[config.mk]
export PLATFORM = sky130hd
export DESIGN_NAME = e1c_regs
export DESIGN_NICKNAME = d
export VERILOG_FILES = /design/src/rtl/e1c_regs_unused_placeholder_none.sv /design/src/rtl/e1c_pkg.sv /design/src/rtl/e1c_regs.sv
export SDC_FILE = /design/constraint.sdc
export NUM_CORES = 1
export LEC_CHECK = 0
export BUFFER_PORTS_ARGS = -buffer_cell sky130_fd_sc_hd__buf_2
export CORE_MARGIN = 4
export CORE_UTILIZATION = 46
export DETAILED_ROUTE_END_ITERATION = 7
export PLACE_DENSITY = 0.69
export SETUP_SLACK_MARGIN = 0.15
export SLEW_MARGIN = 20
export SYNTH_ARGS = -nofsm -noshare
export SYNTH_HDL_FRONTEND = slang
export SYNTH_SLANG_ARGS = --single-unit
[constraint.sdc]
create_clock -name clk_i -period 2.37 [get_ports clk_i]
set_input_delay 0.474 -clock clk_i [delete_from_list [all_inputs] [get_ports clk_i]]
set_output_delay 0.474 -clock clk_i [all_outputs]
set_load 0.005 [all_outputs]
[src/rtl/e1c_regs_unused_placeholder_none.sv]
// Intentionally empty design unit list
`timescale 1ns/1ps
`default_nettype none
`default_nettype wire

[src/rtl/e1c_pkg.sv]
// Constants for the second control page register group, E1 mode
package e1c_pkg;
    // Host port page and register offsets
    localparam logic [2:0] PAGE_CTRL2 = 3'h2;
    localparam logic [4:0] OFS_CFG = 5'h10;
    localparam logic [4:0] OFS_CPE = 5'h11;
    localparam logic [4:0] OFS_PW1 = 5'h1c;
    localparam logic [4:0] OFS_PW2 = 5'h1d;
    localparam logic [4:0] OFS_PW3 = 5'h1e;
    localparam logic [4:0] OFS_PW4 = 5'h1f;
    // Configuration control fields
    localparam int CFG_E1_BIT = 7;
    localparam int CFG_FE_DIS_BIT = 4;
    localparam int CFG_LOS_BIT = 3;
    localparam int CFG_TEST_BIT = 1;
    // Custom pulse enable field
    localparam int CPE_CUSTOM_BIT = 3;
    // Pulse word magnitude width
    localparam int MAG_W = 7;
    // Reset values
    localparam logic [7:0] CFG_RST = 8'h80;
    localparam logic [7:0] CPE_RST = 8'h80;
    localparam logic [6:0] MAG_RST = 7'h00;
    localparam logic [7:0] RD_ZERO = 8'h00;
    // Loss-of-signal thresholds, dB below nominal
    localparam logic [5:0] LOS_LOW_DB = 6'd40;
    localparam logic [5:0] LOS_HIGH_DB = 6'd20;
    // Clock rates and the fractional divider for the 2.048 MHz output
    localparam int SYS_CLK_KHZ = 10000;
    localparam int LINE_CLK_KHZ = 2048;
    localparam int ACC_W = 16;
    localparam logic [ACC_W-1:0] TOGGLE_INC =
        ACC_W'((64'(LINE_CLK_KHZ) * 2 * (64'(1) << ACC_W)) /
        64'(SYS_CLK_KHZ));
endpackage

[src/rtl/e1c_regs.sv]
// Second control page register group with line and pulse steering
//
// Notes on behaviour
// - Configuration bit 7 high selects E1 mode
// - Bit 4 high disables front-end, framer only
// - Digital rx lines sampled on ext clock rise
// - Digital tx lines launched on clock output rise
// - Bit 3 picks 40 or 20 dB LOS
// - Bit 1 low: PRBS drives and checks slots
// - Custom bit low: ROM templates per termination
// - Custom bit high: phases use programmed words
// - Word 1 magnitude shapes first phase
// - Word 2 magnitude shapes second phase
// - Custom magnitudes act only with enable set
// - Words 3 and 4 shape phases three, four
`timescale 1ns/1ps
`default_nettype none
module e1c_regs
    import e1c_pkg::*;
(
    // Clock and reset
    input wire logic clk_i,
    input wire logic reset_n_i,
    // Parallel host port
    input wire logic host_cs_i,
    input wire logic host_wr_i,
    input wire logic host_rd_i,
    input wire logic [2:0] host_page_i,
    input wire logic [4:0] host_addr_i,
    input wire logic [7:0] host_wdata_i,
    output logic [7:0] host_rdata_o,
    output logic host_rvalid_o,
    // Mode and line settings
    output logic e1_mode_select_o,
    output logic line_frontend_disable_o,
    output logic los_threshold_select_o,
    output logic [5:0] los_threshold_db_o,
    // Per-timeslot test source steering
    input wire logic tx_slot_test_flag_i,
    input wire logic rx_slot_test_flag_i,
    output logic tx_milliwatt_sel_o,
    output logic tx_prbs_gen_sel_o,
    output logic rx_milliwatt_sel_o,
    output logic rx_prbs_chk_sel_o,
    // Digital framer-only line interface
    input wire logic ext_rx_line_clock_i,
    input wire logic rx_line_in_a_i,
    input wire logic rx_line_in_b_i,
    output logic rx_data_a_o,
    output logic rx_data_b_o,
    output logic rx_data_strobe_o,
    input wire logic tx_data_a_i,
    input wire logic tx_data_b_i,
    output logic tx_line_out_a_o,
    output logic tx_line_out_b_o,
    output logic tx_data_taken_o,
    output logic sys_clock_out_o,
    // Transmit pulse shaping
    input wire logic mark_active_i,
    input wire logic [1:0] mark_phase_i,
    input wire logic [MAG_W-1:0] rom_coeff_i,
    output logic custom_pulse_enable_o,
    output logic [MAG_W-1:0] driver_coeff_o
);

    logic [7:0] cfg_q, cpe_q;
    logic [MAG_W-1:0] mag_q [0:3];
    logic [7:0] rdata_q, rd_mux;
    logic rvalid_q, wr_hit, rd_hit;

    // Page decode is shared by reads and writes
    assign wr_hit = host_cs_i && host_wr_i && (host_page_i == PAGE_CTRL2);
    assign rd_hit = host_cs_i && host_rd_i && (host_page_i == PAGE_CTRL2);

    // Reserved bits are stored as written; software keeps them zero
    always_ff @(posedge clk_i) begin
        if (!reset_n_i) begin
            cfg_q <= CFG_RST;
        end else if (wr_hit && host_addr_i == OFS_CFG) begin
            cfg_q <= host_wdata_i;
        end
    end

    always_ff @(posedge clk_i) begin
        if (!reset_n_i) begin
            cpe_q <= CPE_RST;
        end else if (wr_hit && host_addr_i == OFS_CPE) begin
            cpe_q <= host_wdata_i;
        end
    end

    // Bit 7 of each pulse word is not kept and reads as zero
    always_ff @(posedge clk_i) begin
        if (!reset_n_i) begin
            mag_q <= '{default: MAG_RST};
        end else if (wr_hit) begin
            case (host_addr_i)
                OFS_PW1: mag_q[0] <= host_wdata_i[MAG_W-1:0];
                OFS_PW2: mag_q[1] <= host_wdata_i[MAG_W-1:0];
                OFS_PW3: mag_q[2] <= host_wdata_i[MAG_W-1:0];
                OFS_PW4: mag_q[3] <= host_wdata_i[MAG_W-1:0];
                default: ;
            endcase
        end
    end

    // Reserved and unused offsets read as zero
    always_comb begin
        rd_mux = RD_ZERO;
        case (host_addr_i)
            OFS_CFG: rd_mux = cfg_q;
            OFS_CPE: rd_mux = cpe_q;
            OFS_PW1: rd_mux = {1'b0, mag_q[0]};
            OFS_PW2: rd_mux = {1'b0, mag_q[1]};
            OFS_PW3: rd_mux = {1'b0, mag_q[2]};
            OFS_PW4: rd_mux = {1'b0, mag_q[3]};
            default: rd_mux = RD_ZERO;
        endcase
    end

    // Read data stands until the next read replaces it
    always_ff @(posedge clk_i) begin
        if (!reset_n_i) begin
            rdata_q <= RD_ZERO;
            rvalid_q <= 1'b0;
        end else begin
            rvalid_q <= rd_hit;
            if (rd_hit) begin
                rdata_q <= rd_mux;
            end
        end
    end

    assign host_rdata_o = rdata_q;
    assign host_rvalid_o = rvalid_q;
    assign e1_mode_select_o = cfg_q[CFG_E1_BIT];
    assign line_frontend_disable_o = cfg_q[CFG_FE_DIS_BIT];
    assign los_threshold_select_o = cfg_q[CFG_LOS_BIT];
    assign custom_pulse_enable_o = cpe_q[CPE_CUSTOM_BIT];

    // Loss-of-signal threshold in dB
    logic [5:0] los_db_q;
    always_ff @(posedge clk_i) begin
        if (!reset_n_i) begin
            los_db_q <= LOS_LOW_DB;
        end else begin
            los_db_q <= cfg_q[CFG_LOS_BIT] ? LOS_HIGH_DB
                                           : LOS_LOW_DB;
        end
    end
    assign los_threshold_db_o = los_db_q;

    // Test source steering per flagged timeslot
    logic tx_mw_q, tx_prbs_q, rx_mw_q, rx_prbs_q;
    always_ff @(posedge clk_i) begin
        if (!reset_n_i) begin
            tx_mw_q <= 1'b0;
            tx_prbs_q <= 1'b0;
            rx_mw_q <= 1'b0;
            rx_prbs_q <= 1'b0;
        end else begin
            tx_mw_q <= tx_slot_test_flag_i && cfg_q[CFG_TEST_BIT];
            rx_mw_q <= rx_slot_test_flag_i && cfg_q[CFG_TEST_BIT];
            tx_prbs_q <= tx_slot_test_flag_i
                && !cfg_q[CFG_TEST_BIT];
            rx_prbs_q <= rx_slot_test_flag_i
                && !cfg_q[CFG_TEST_BIT];
        end
    end
    assign tx_milliwatt_sel_o = tx_mw_q;
    assign tx_prbs_gen_sel_o = tx_prbs_q;
    assign rx_milliwatt_sel_o = rx_mw_q;
    assign rx_prbs_chk_sel_o = rx_prbs_q;

    // Receive side; front-end enabled keeps the capture idle
    logic ext_clk_q, ext_rise, rx_a_q, rx_b_q, rx_stb_q;
    assign ext_rise = ext_rx_line_clock_i && !ext_clk_q;
    always_ff @(posedge clk_i) begin
        if (!reset_n_i) begin
            ext_clk_q <= 1'b0;
            rx_a_q <= 1'b0;
            rx_b_q <= 1'b0;
            rx_stb_q <= 1'b0;
        end else begin
            ext_clk_q <= ext_rx_line_clock_i;
            rx_stb_q <= ext_rise && cfg_q[CFG_FE_DIS_BIT];
            if (ext_rise && cfg_q[CFG_FE_DIS_BIT]) begin
                rx_a_q <= rx_line_in_a_i;
                rx_b_q <= rx_line_in_b_i;
            end
        end
    end
    assign rx_data_a_o = rx_a_q;
    assign rx_data_b_o = rx_b_q;
    assign rx_data_strobe_o = rx_stb_q;

    // Fractional divider: average 2.048 MHz, edges jitter by one cycle
    logic [ACC_W-1:0] acc_q;
    logic [ACC_W:0] acc_sum;
    logic clk_out_q;
    logic out_rise;
    assign acc_sum = {1'b0, acc_q} + {1'b0, TOGGLE_INC};
    assign out_rise = acc_sum[ACC_W] && !clk_out_q;
    always_ff @(posedge clk_i) begin
        if (!reset_n_i) begin
            acc_q <= '0;
            clk_out_q <= 1'b0;
        end else begin
            acc_q <= acc_sum[ACC_W-1:0];
            if (acc_sum[ACC_W]) begin
                clk_out_q <= !clk_out_q;
            end
        end
    end
    assign sys_clock_out_o = clk_out_q;

    // Transmit data leaves with the output clock rising edge
    logic tx_a_q;
    logic tx_b_q;
    logic tx_take_q;
    always_ff @(posedge clk_i) begin
        if (!reset_n_i) begin
            tx_a_q <= 1'b0;
            tx_b_q <= 1'b0;
            tx_take_q <= 1'b0;
        end else begin
            tx_take_q <= out_rise && cfg_q[CFG_FE_DIS_BIT];
            if (!cfg_q[CFG_FE_DIS_BIT]) begin
                tx_a_q <= 1'b0;
                tx_b_q <= 1'b0;
            end else if (out_rise) begin
                tx_a_q <= tx_data_a_i;
                tx_b_q <= tx_data_b_i;
            end
        end
    end
    assign tx_line_out_a_o = tx_a_q;
    assign tx_line_out_b_o = tx_b_q;
    assign tx_data_taken_o = tx_take_q;

    // Driver coefficient per mark phase; zero between marks
    logic [MAG_W-1:0] coeff_q;
    logic [MAG_W-1:0] cust_sel;
    assign cust_sel = mag_q[mark_phase_i];
    always_ff @(posedge clk_i) begin
        if (!reset_n_i) begin
            coeff_q <= '0;
        end else if (!mark_active_i) begin
            coeff_q <= '0;
        end else if (cpe_q[CPE_CUSTOM_BIT]) begin
            coeff_q <= cust_sel;
        end else begin
            coeff_q <= rom_coeff_i;
        end
    end
    assign driver_coeff_o = coeff_q;

    a_e1_mode_wr: assert property (@(posedge clk_i)
        disable iff (!reset_n_i)
        (wr_hit && host_addr_i == OFS_CFG) |=>
        e1_mode_select_o == $past(host_wdata_i[CFG_E1_BIT]))
        else $error("e1 mode bit not taken from write");
    a_fe_disable_wr: assert property (@(posedge clk_i)
        disable iff (!reset_n_i)
        (wr_hit && host_addr_i == OFS_CFG) |=>
        line_frontend_disable_o == $past(host_wdata_i[CFG_FE_DIS_BIT]))
        else $error("front-end disable bit not taken");
    a_rx_sample_edge: assert property (@(posedge clk_i)
        disable iff (!reset_n_i)
        (ext_rise && line_frontend_disable_o) |=>
        (rx_data_a_o == $past(rx_line_in_a_i)) &&
        (rx_data_b_o == $past(rx_line_in_b_i)) && rx_data_strobe_o)
        else $error("rx line not sampled on clock rise");
    a_tx_launch_edge: assert property (@(posedge clk_i)
        disable iff (!reset_n_i)
        ($changed(tx_line_out_a_o) && line_frontend_disable_o &&
        $past(line_frontend_disable_o)) |-> $rose(sys_clock_out_o))
        else $error("tx line changed away from clock rise");
    a_los_thresh_db: assert property (@(posedge clk_i)
        disable iff (!reset_n_i)
        ##1 los_threshold_db_o ==
        ($past(cfg_q[CFG_LOS_BIT]) ? 6'd20 : 6'd40))
        else $error("loss threshold does not follow select");
    a_mw_select: assert property (@(posedge clk_i)
        disable iff (!reset_n_i)
        (tx_slot_test_flag_i && cfg_q[CFG_TEST_BIT]) |=>
        tx_milliwatt_sel_o && !tx_prbs_gen_sel_o)
        else $error("milliwatt not chosen for flagged slot");
    a_prbs_select: assert property (@(posedge clk_i)
        disable iff (!reset_n_i)
        (rx_slot_test_flag_i && !cfg_q[CFG_TEST_BIT]) |=>
        rx_prbs_chk_sel_o && !rx_milliwatt_sel_o)
        else $error("prbs checker not chosen for flagged slot");
    a_rom_shape: assert property (@(posedge clk_i)
        disable iff (!reset_n_i)
        (mark_active_i && !custom_pulse_enable_o) |=>
        driver_coeff_o == $past(rom_coeff_i))
        else $error("rom template not used");
    a_custom_shape: assert property (@(posedge clk_i)
        disable iff (!reset_n_i)
        (mark_active_i && custom_pulse_enable_o) |=>
        driver_coeff_o == $past(cust_sel))
        else $error("custom word not used for phase");
    a_word1_phase: assert property (@(posedge clk_i)
        disable iff (!reset_n_i)
        (mark_active_i && custom_pulse_enable_o && mark_phase_i == 2'd0)
        |=> driver_coeff_o == $past(mag_q[0]))
        else $error("first phase not from word one");
    a_word2_phase: assert property (@(posedge clk_i)
        disable iff (!reset_n_i)
        (mark_active_i && custom_pulse_enable_o && mark_phase_i == 2'd1)
        |=> driver_coeff_o == $past(mag_q[1]))
        else $error("second phase not from word two");
    a_word4_phase: assert property (@(posedge clk_i)
        disable iff (!reset_n_i)
        (mark_active_i && custom_pulse_enable_o && mark_phase_i == 2'd3)
        |=> driver_coeff_o == $past(mag_q[3]))
        else $error("fourth phase not from word four");
    a_idle_coeff: assert property (@(posedge clk_i)
        disable iff (!reset_n_i)
        !mark_active_i |=> driver_coeff_o == 7'h00)
        else $error("coefficient driven outside a mark");

endmodule
`default_nettype wire

==> results.json <==
{
  "power.total_mw": 3.12,
  "fin_crit_sh_pct": 81.9,
  "fp.dieW_um": 98.6,
  "place.detailed.hpwl_mm": 6.51,
  "critPathMaxStageDelay_ns": 0.48,
  "syn_inst": 416,
  "slew_viol_final": 0,
  "ir_drop_v": 0.000439,
  "cts_hold_buf": 0,
  "regArea_um2": 1800,
  "antennaDiodeCount": 0,
  "post-place-ws_ns": 0.230,
  "post_dp_cell_area_um2": 4230,
  "finalHoldViolCount": 0,
  "crit_required_ns": 2.61,
  "cts_max_path_buffers": 2,
  "syn-cell-area_um2": 3780,
  "fin_tns_setup_ns": 0,
  "route.detailed.drc": 0,
  "drt-initial-drc-count": 243,
  "yosysWarnings": 0,
  "clk_latency_ns": 0.35,
  "fillers": 745,
  "core_region_area_um2": 7850,
  "critPathArrivalTime_ns": 2.18,
  "cts_resized": 0,
  "die_h_um": 98.6,
  "endpoint_kind": "register",
  "final_nets": 523,
  "postLayoutSetupSlackWorst_ns": 0.429,
  "post_drt_wl_per_cell_um": 15.5,
  "multiInputGateArea_um2": 1820,
  "track_usage_pct": 19.1,
  "slew_headroom_pct": 57.2,
  "final_area_um2": 4430,
  "cts_root_buf": "clkbuf_8",
  "synth_seq_cells": 90,
  "slowest_stage": "a2111oi_4",
  "setup.worst_path.start": "acc_q[0]",
  "post-cts-setup-buffers": 0,
  "htree_levels": 3,
  "port_buffers": 72,
  "ys_seq_area_share_pct": 47.7,
  "avgViaCountPerCell": 5.43,
  "grt_max_degree": 47,
  "setup_viol": 0,
  "avgSynthCellArea_um2": 9.08,
  "crit_fanout": 6,
  "tightest_slew_ns": 0.635,
  "num_io_pins": 75,
  "grt_pass1_wl_mm": 14.9,
  "drv_cap": 0,
  "antenna_found_initial": 0,
  "timing.rr.start": "acc_q[0]",
  "timing_worst_setup_path_type": "register to register",
  "rsz0062_at_grt": "no",
  "synthToLayoutAreaGrowth_pct": 17.3,
  "postRouteAntennaNets": 0,
  "period_minus_slack_ns": 1.94,
  "crit_path_cell_trace": "inv_1 -> ha_1 -> and2b_1 -> o21ai_1 -> a2111oi_4 -> mux2i_1 -> nor2_1",
  "synth.distinct_cells": 45,
  "first_pass_iters": 4,
  "route.final.wire_length_mm": 9.12,
  "clk_pin_slew_ns": 0.08,
  "power.leakage_nw": 1.71,
  "cts_tree": "done",
  "num_rows": 32,
  "dieArea_um2": 9730,
  "grt_overflow": 0,
  "skew_ns": 0.0117,
  "cts_buffers": 9,
  "cp-start-kind": "register",
  "cts.sink_count": 90,
  "via_count": 3196,
  "p_per_area_nw_per_um2": 704,
  "min_from": "rx_slot_test_flag_i",
  "floorplan.initialDensity_pct": 48.2,
  "worst_hold_path_type": "input pin to register",
  "fmax_ghz": 0.515,
  "status": "finished, final reports clean",
  "grt_pass1_vias": 3162,
  "drive_gt1_share_pct": 23.6,
  "gp_congestion": 0.864
}
-- path summary, 6_finish.rpt --
kind / to / slack [ns] / depth (start not counted)
max: tx_line_out_a_o / 0.43 / 7
min: rx_prbs_chk_sel_o / 0.35 / 3
max reg2reg: tx_line_out_a_o / 0.43 / 7
min reg2reg: acc_q[0] / 0.45 / 1
-- cells in the mapped netlist --
library cell	count	area (µm²)
a2111oi_4	1	27.5
buf_2	7	35.0
buf_1	2	7.51
a221oi_1	1	8.76
a21boi_0	3	22.5
nor3_2	2	20.0
buf_4	8	60.1
o21ai_1	1	5.00
o21a_1	2	15.0
a21oi_1	50	250
nor2_1	34	128
o21ai_0	10	50.1
a22o_1	1	8.76
xor2_1	2	17.5
and2_1	14	87.6
nor2b_1	2	12.5
a211oi_1	2	15.0
nand4_1	1	6.26
mux2_2	1	11.3
nor4b_4	1	23.8
inv_1	5	18.8
nor2_2	1	6.26
xnor2_1	7	61.3
clkbuf_1	10	37.5
ha_1	1	12.5
nor3b_2	2	25.0
mux4_2	7	158
and3_1	4	25.0
mux2i_1	18	180
clkinv_1	1	3.75
nand3b_1	1	7.51
and2b_1	1	7.51
nand3_1	33	165
a31oi_1	6	37.5
and3b_1	1	8.76
a22oi_1	7	52.6
nor3_1	5	25.0
conb_1	1	3.75
nand2_1	58	218
nor3b_1	1	7.51
and4bb_2	1	12.5
dfxtp_1	90	1800
a222oi_1	7	70.1
a31o_2	1	8.76
or2_2	2	12.5
-- layer usage --
layer / vias up / share of wire [%] / global-route usage (%)
li1: 1590 / - / -
met4: 0 / 2.3 / 9.14
met1: 1485 / 44 / 24.7
met3: 17 / 6.8 / 3.61
met5: - / 0 / 0
met2: 104 / 47 / 30.7
-- cell families after synthesis --
| family | after synthesis | synth area share (%) |
|---|---|---|
| buf+inv | 33 | 4.30 |
| flops | 90 | 47.7 |
| compound gates | 92 | 15.1 |
| mux | 26 | 9.24 |
| other cells | 1 | 0.0992 |
| fa+ha+maj | 1 | 0.331 |
| xor+xnor | 9 | 2.09 |
| simple gates | 164 | 21.1 |
-- registers in the layout (all words and copies together) (netlist names) --
signal	flops
tx_milliwatt_sel_o	1
rx_data_a_o	1
mag_q	28
sys_clock_out_o	1
tx_line_out_a_o	1
ext_clk_q	1
rx_data_b_o	1
rx_prbs_chk_sel_o	1
tx_line_out_b_o	1
rx_milliwatt_sel_o	1
rx_data_strobe_o	1
host_rdata_o	8
cfg_q	8
driver_coeff_o	7
tx_prbs_gen_sel_o	1
tx_data_taken_o	1
host_rvalid_o	1
cpe_q	8
acc_q	16
los_threshold_db_o	2
-- report_power, final --
part	total, mW	switching (mW)	internal [mW]
combinational	0.363	0.194	0.168
sequential	1.65	0.0625	1.58
clock	1.11	0.500	0.610
total	3.12	0.756	2.36
-- final cells by class --
type / instances / area share (%)
sequential: 90 / 40.7
multi-input combinational: 294 / 41.0
clock buffer: 11 / 3.19
tap: 102 / 2.88
timing repair buffer: 83 / 10.3
inverter: 6 / 0.508
clock inverter: 3 / 1.47
-- metrics by stage --
step	hold slack [ns]	cells	utilization, %
2_1_floorplan	0.413	417	-
3_3_place_gp	0.425	575	53.8
3_5_place_dp	0.439	575	53.8
4_1_cts	0.332	589	56.5
5_1_grt	0.337	589	56.5
6_report	0.349	589	56.5
-- critical path, delay by kind of cell (launching register included) --
kind            cells  cell delay (ns)
fa+ha+maj           1             0.19
flops               1             0.36
buf+inv             1             0.05
simple gates        2             0.29
compound gates      2             0.72
mux                 1             0.23
-- placed cells by master, fill, tap and decap left out, types with 2 or more instances in the layout --
master     instances
a211oi_1           2
a21boi_0           3
a21oi_1           50
a222oi_1           7
a22oi_1            7
a31oi_1            6
and2_1            14
and3_1             4
buf_2             72
buf_4             10
bufinv_16          2
clkbuf_8          10
conb_1             2
dfxtp_1           90
inv_1              5
mux2i_1           18
mux4_2             7
nand2_1           58
nand3_1           33
nor2_1            34
nor2b_1            2
nor3_1             5
nor3_2             2
nor3b_2            2
o21a_1             2
o21ai_0           10
or2_2              2
xnor2_1            7
xor2_1             2
No activity file was read; power rests on OpenSTA's default activity.
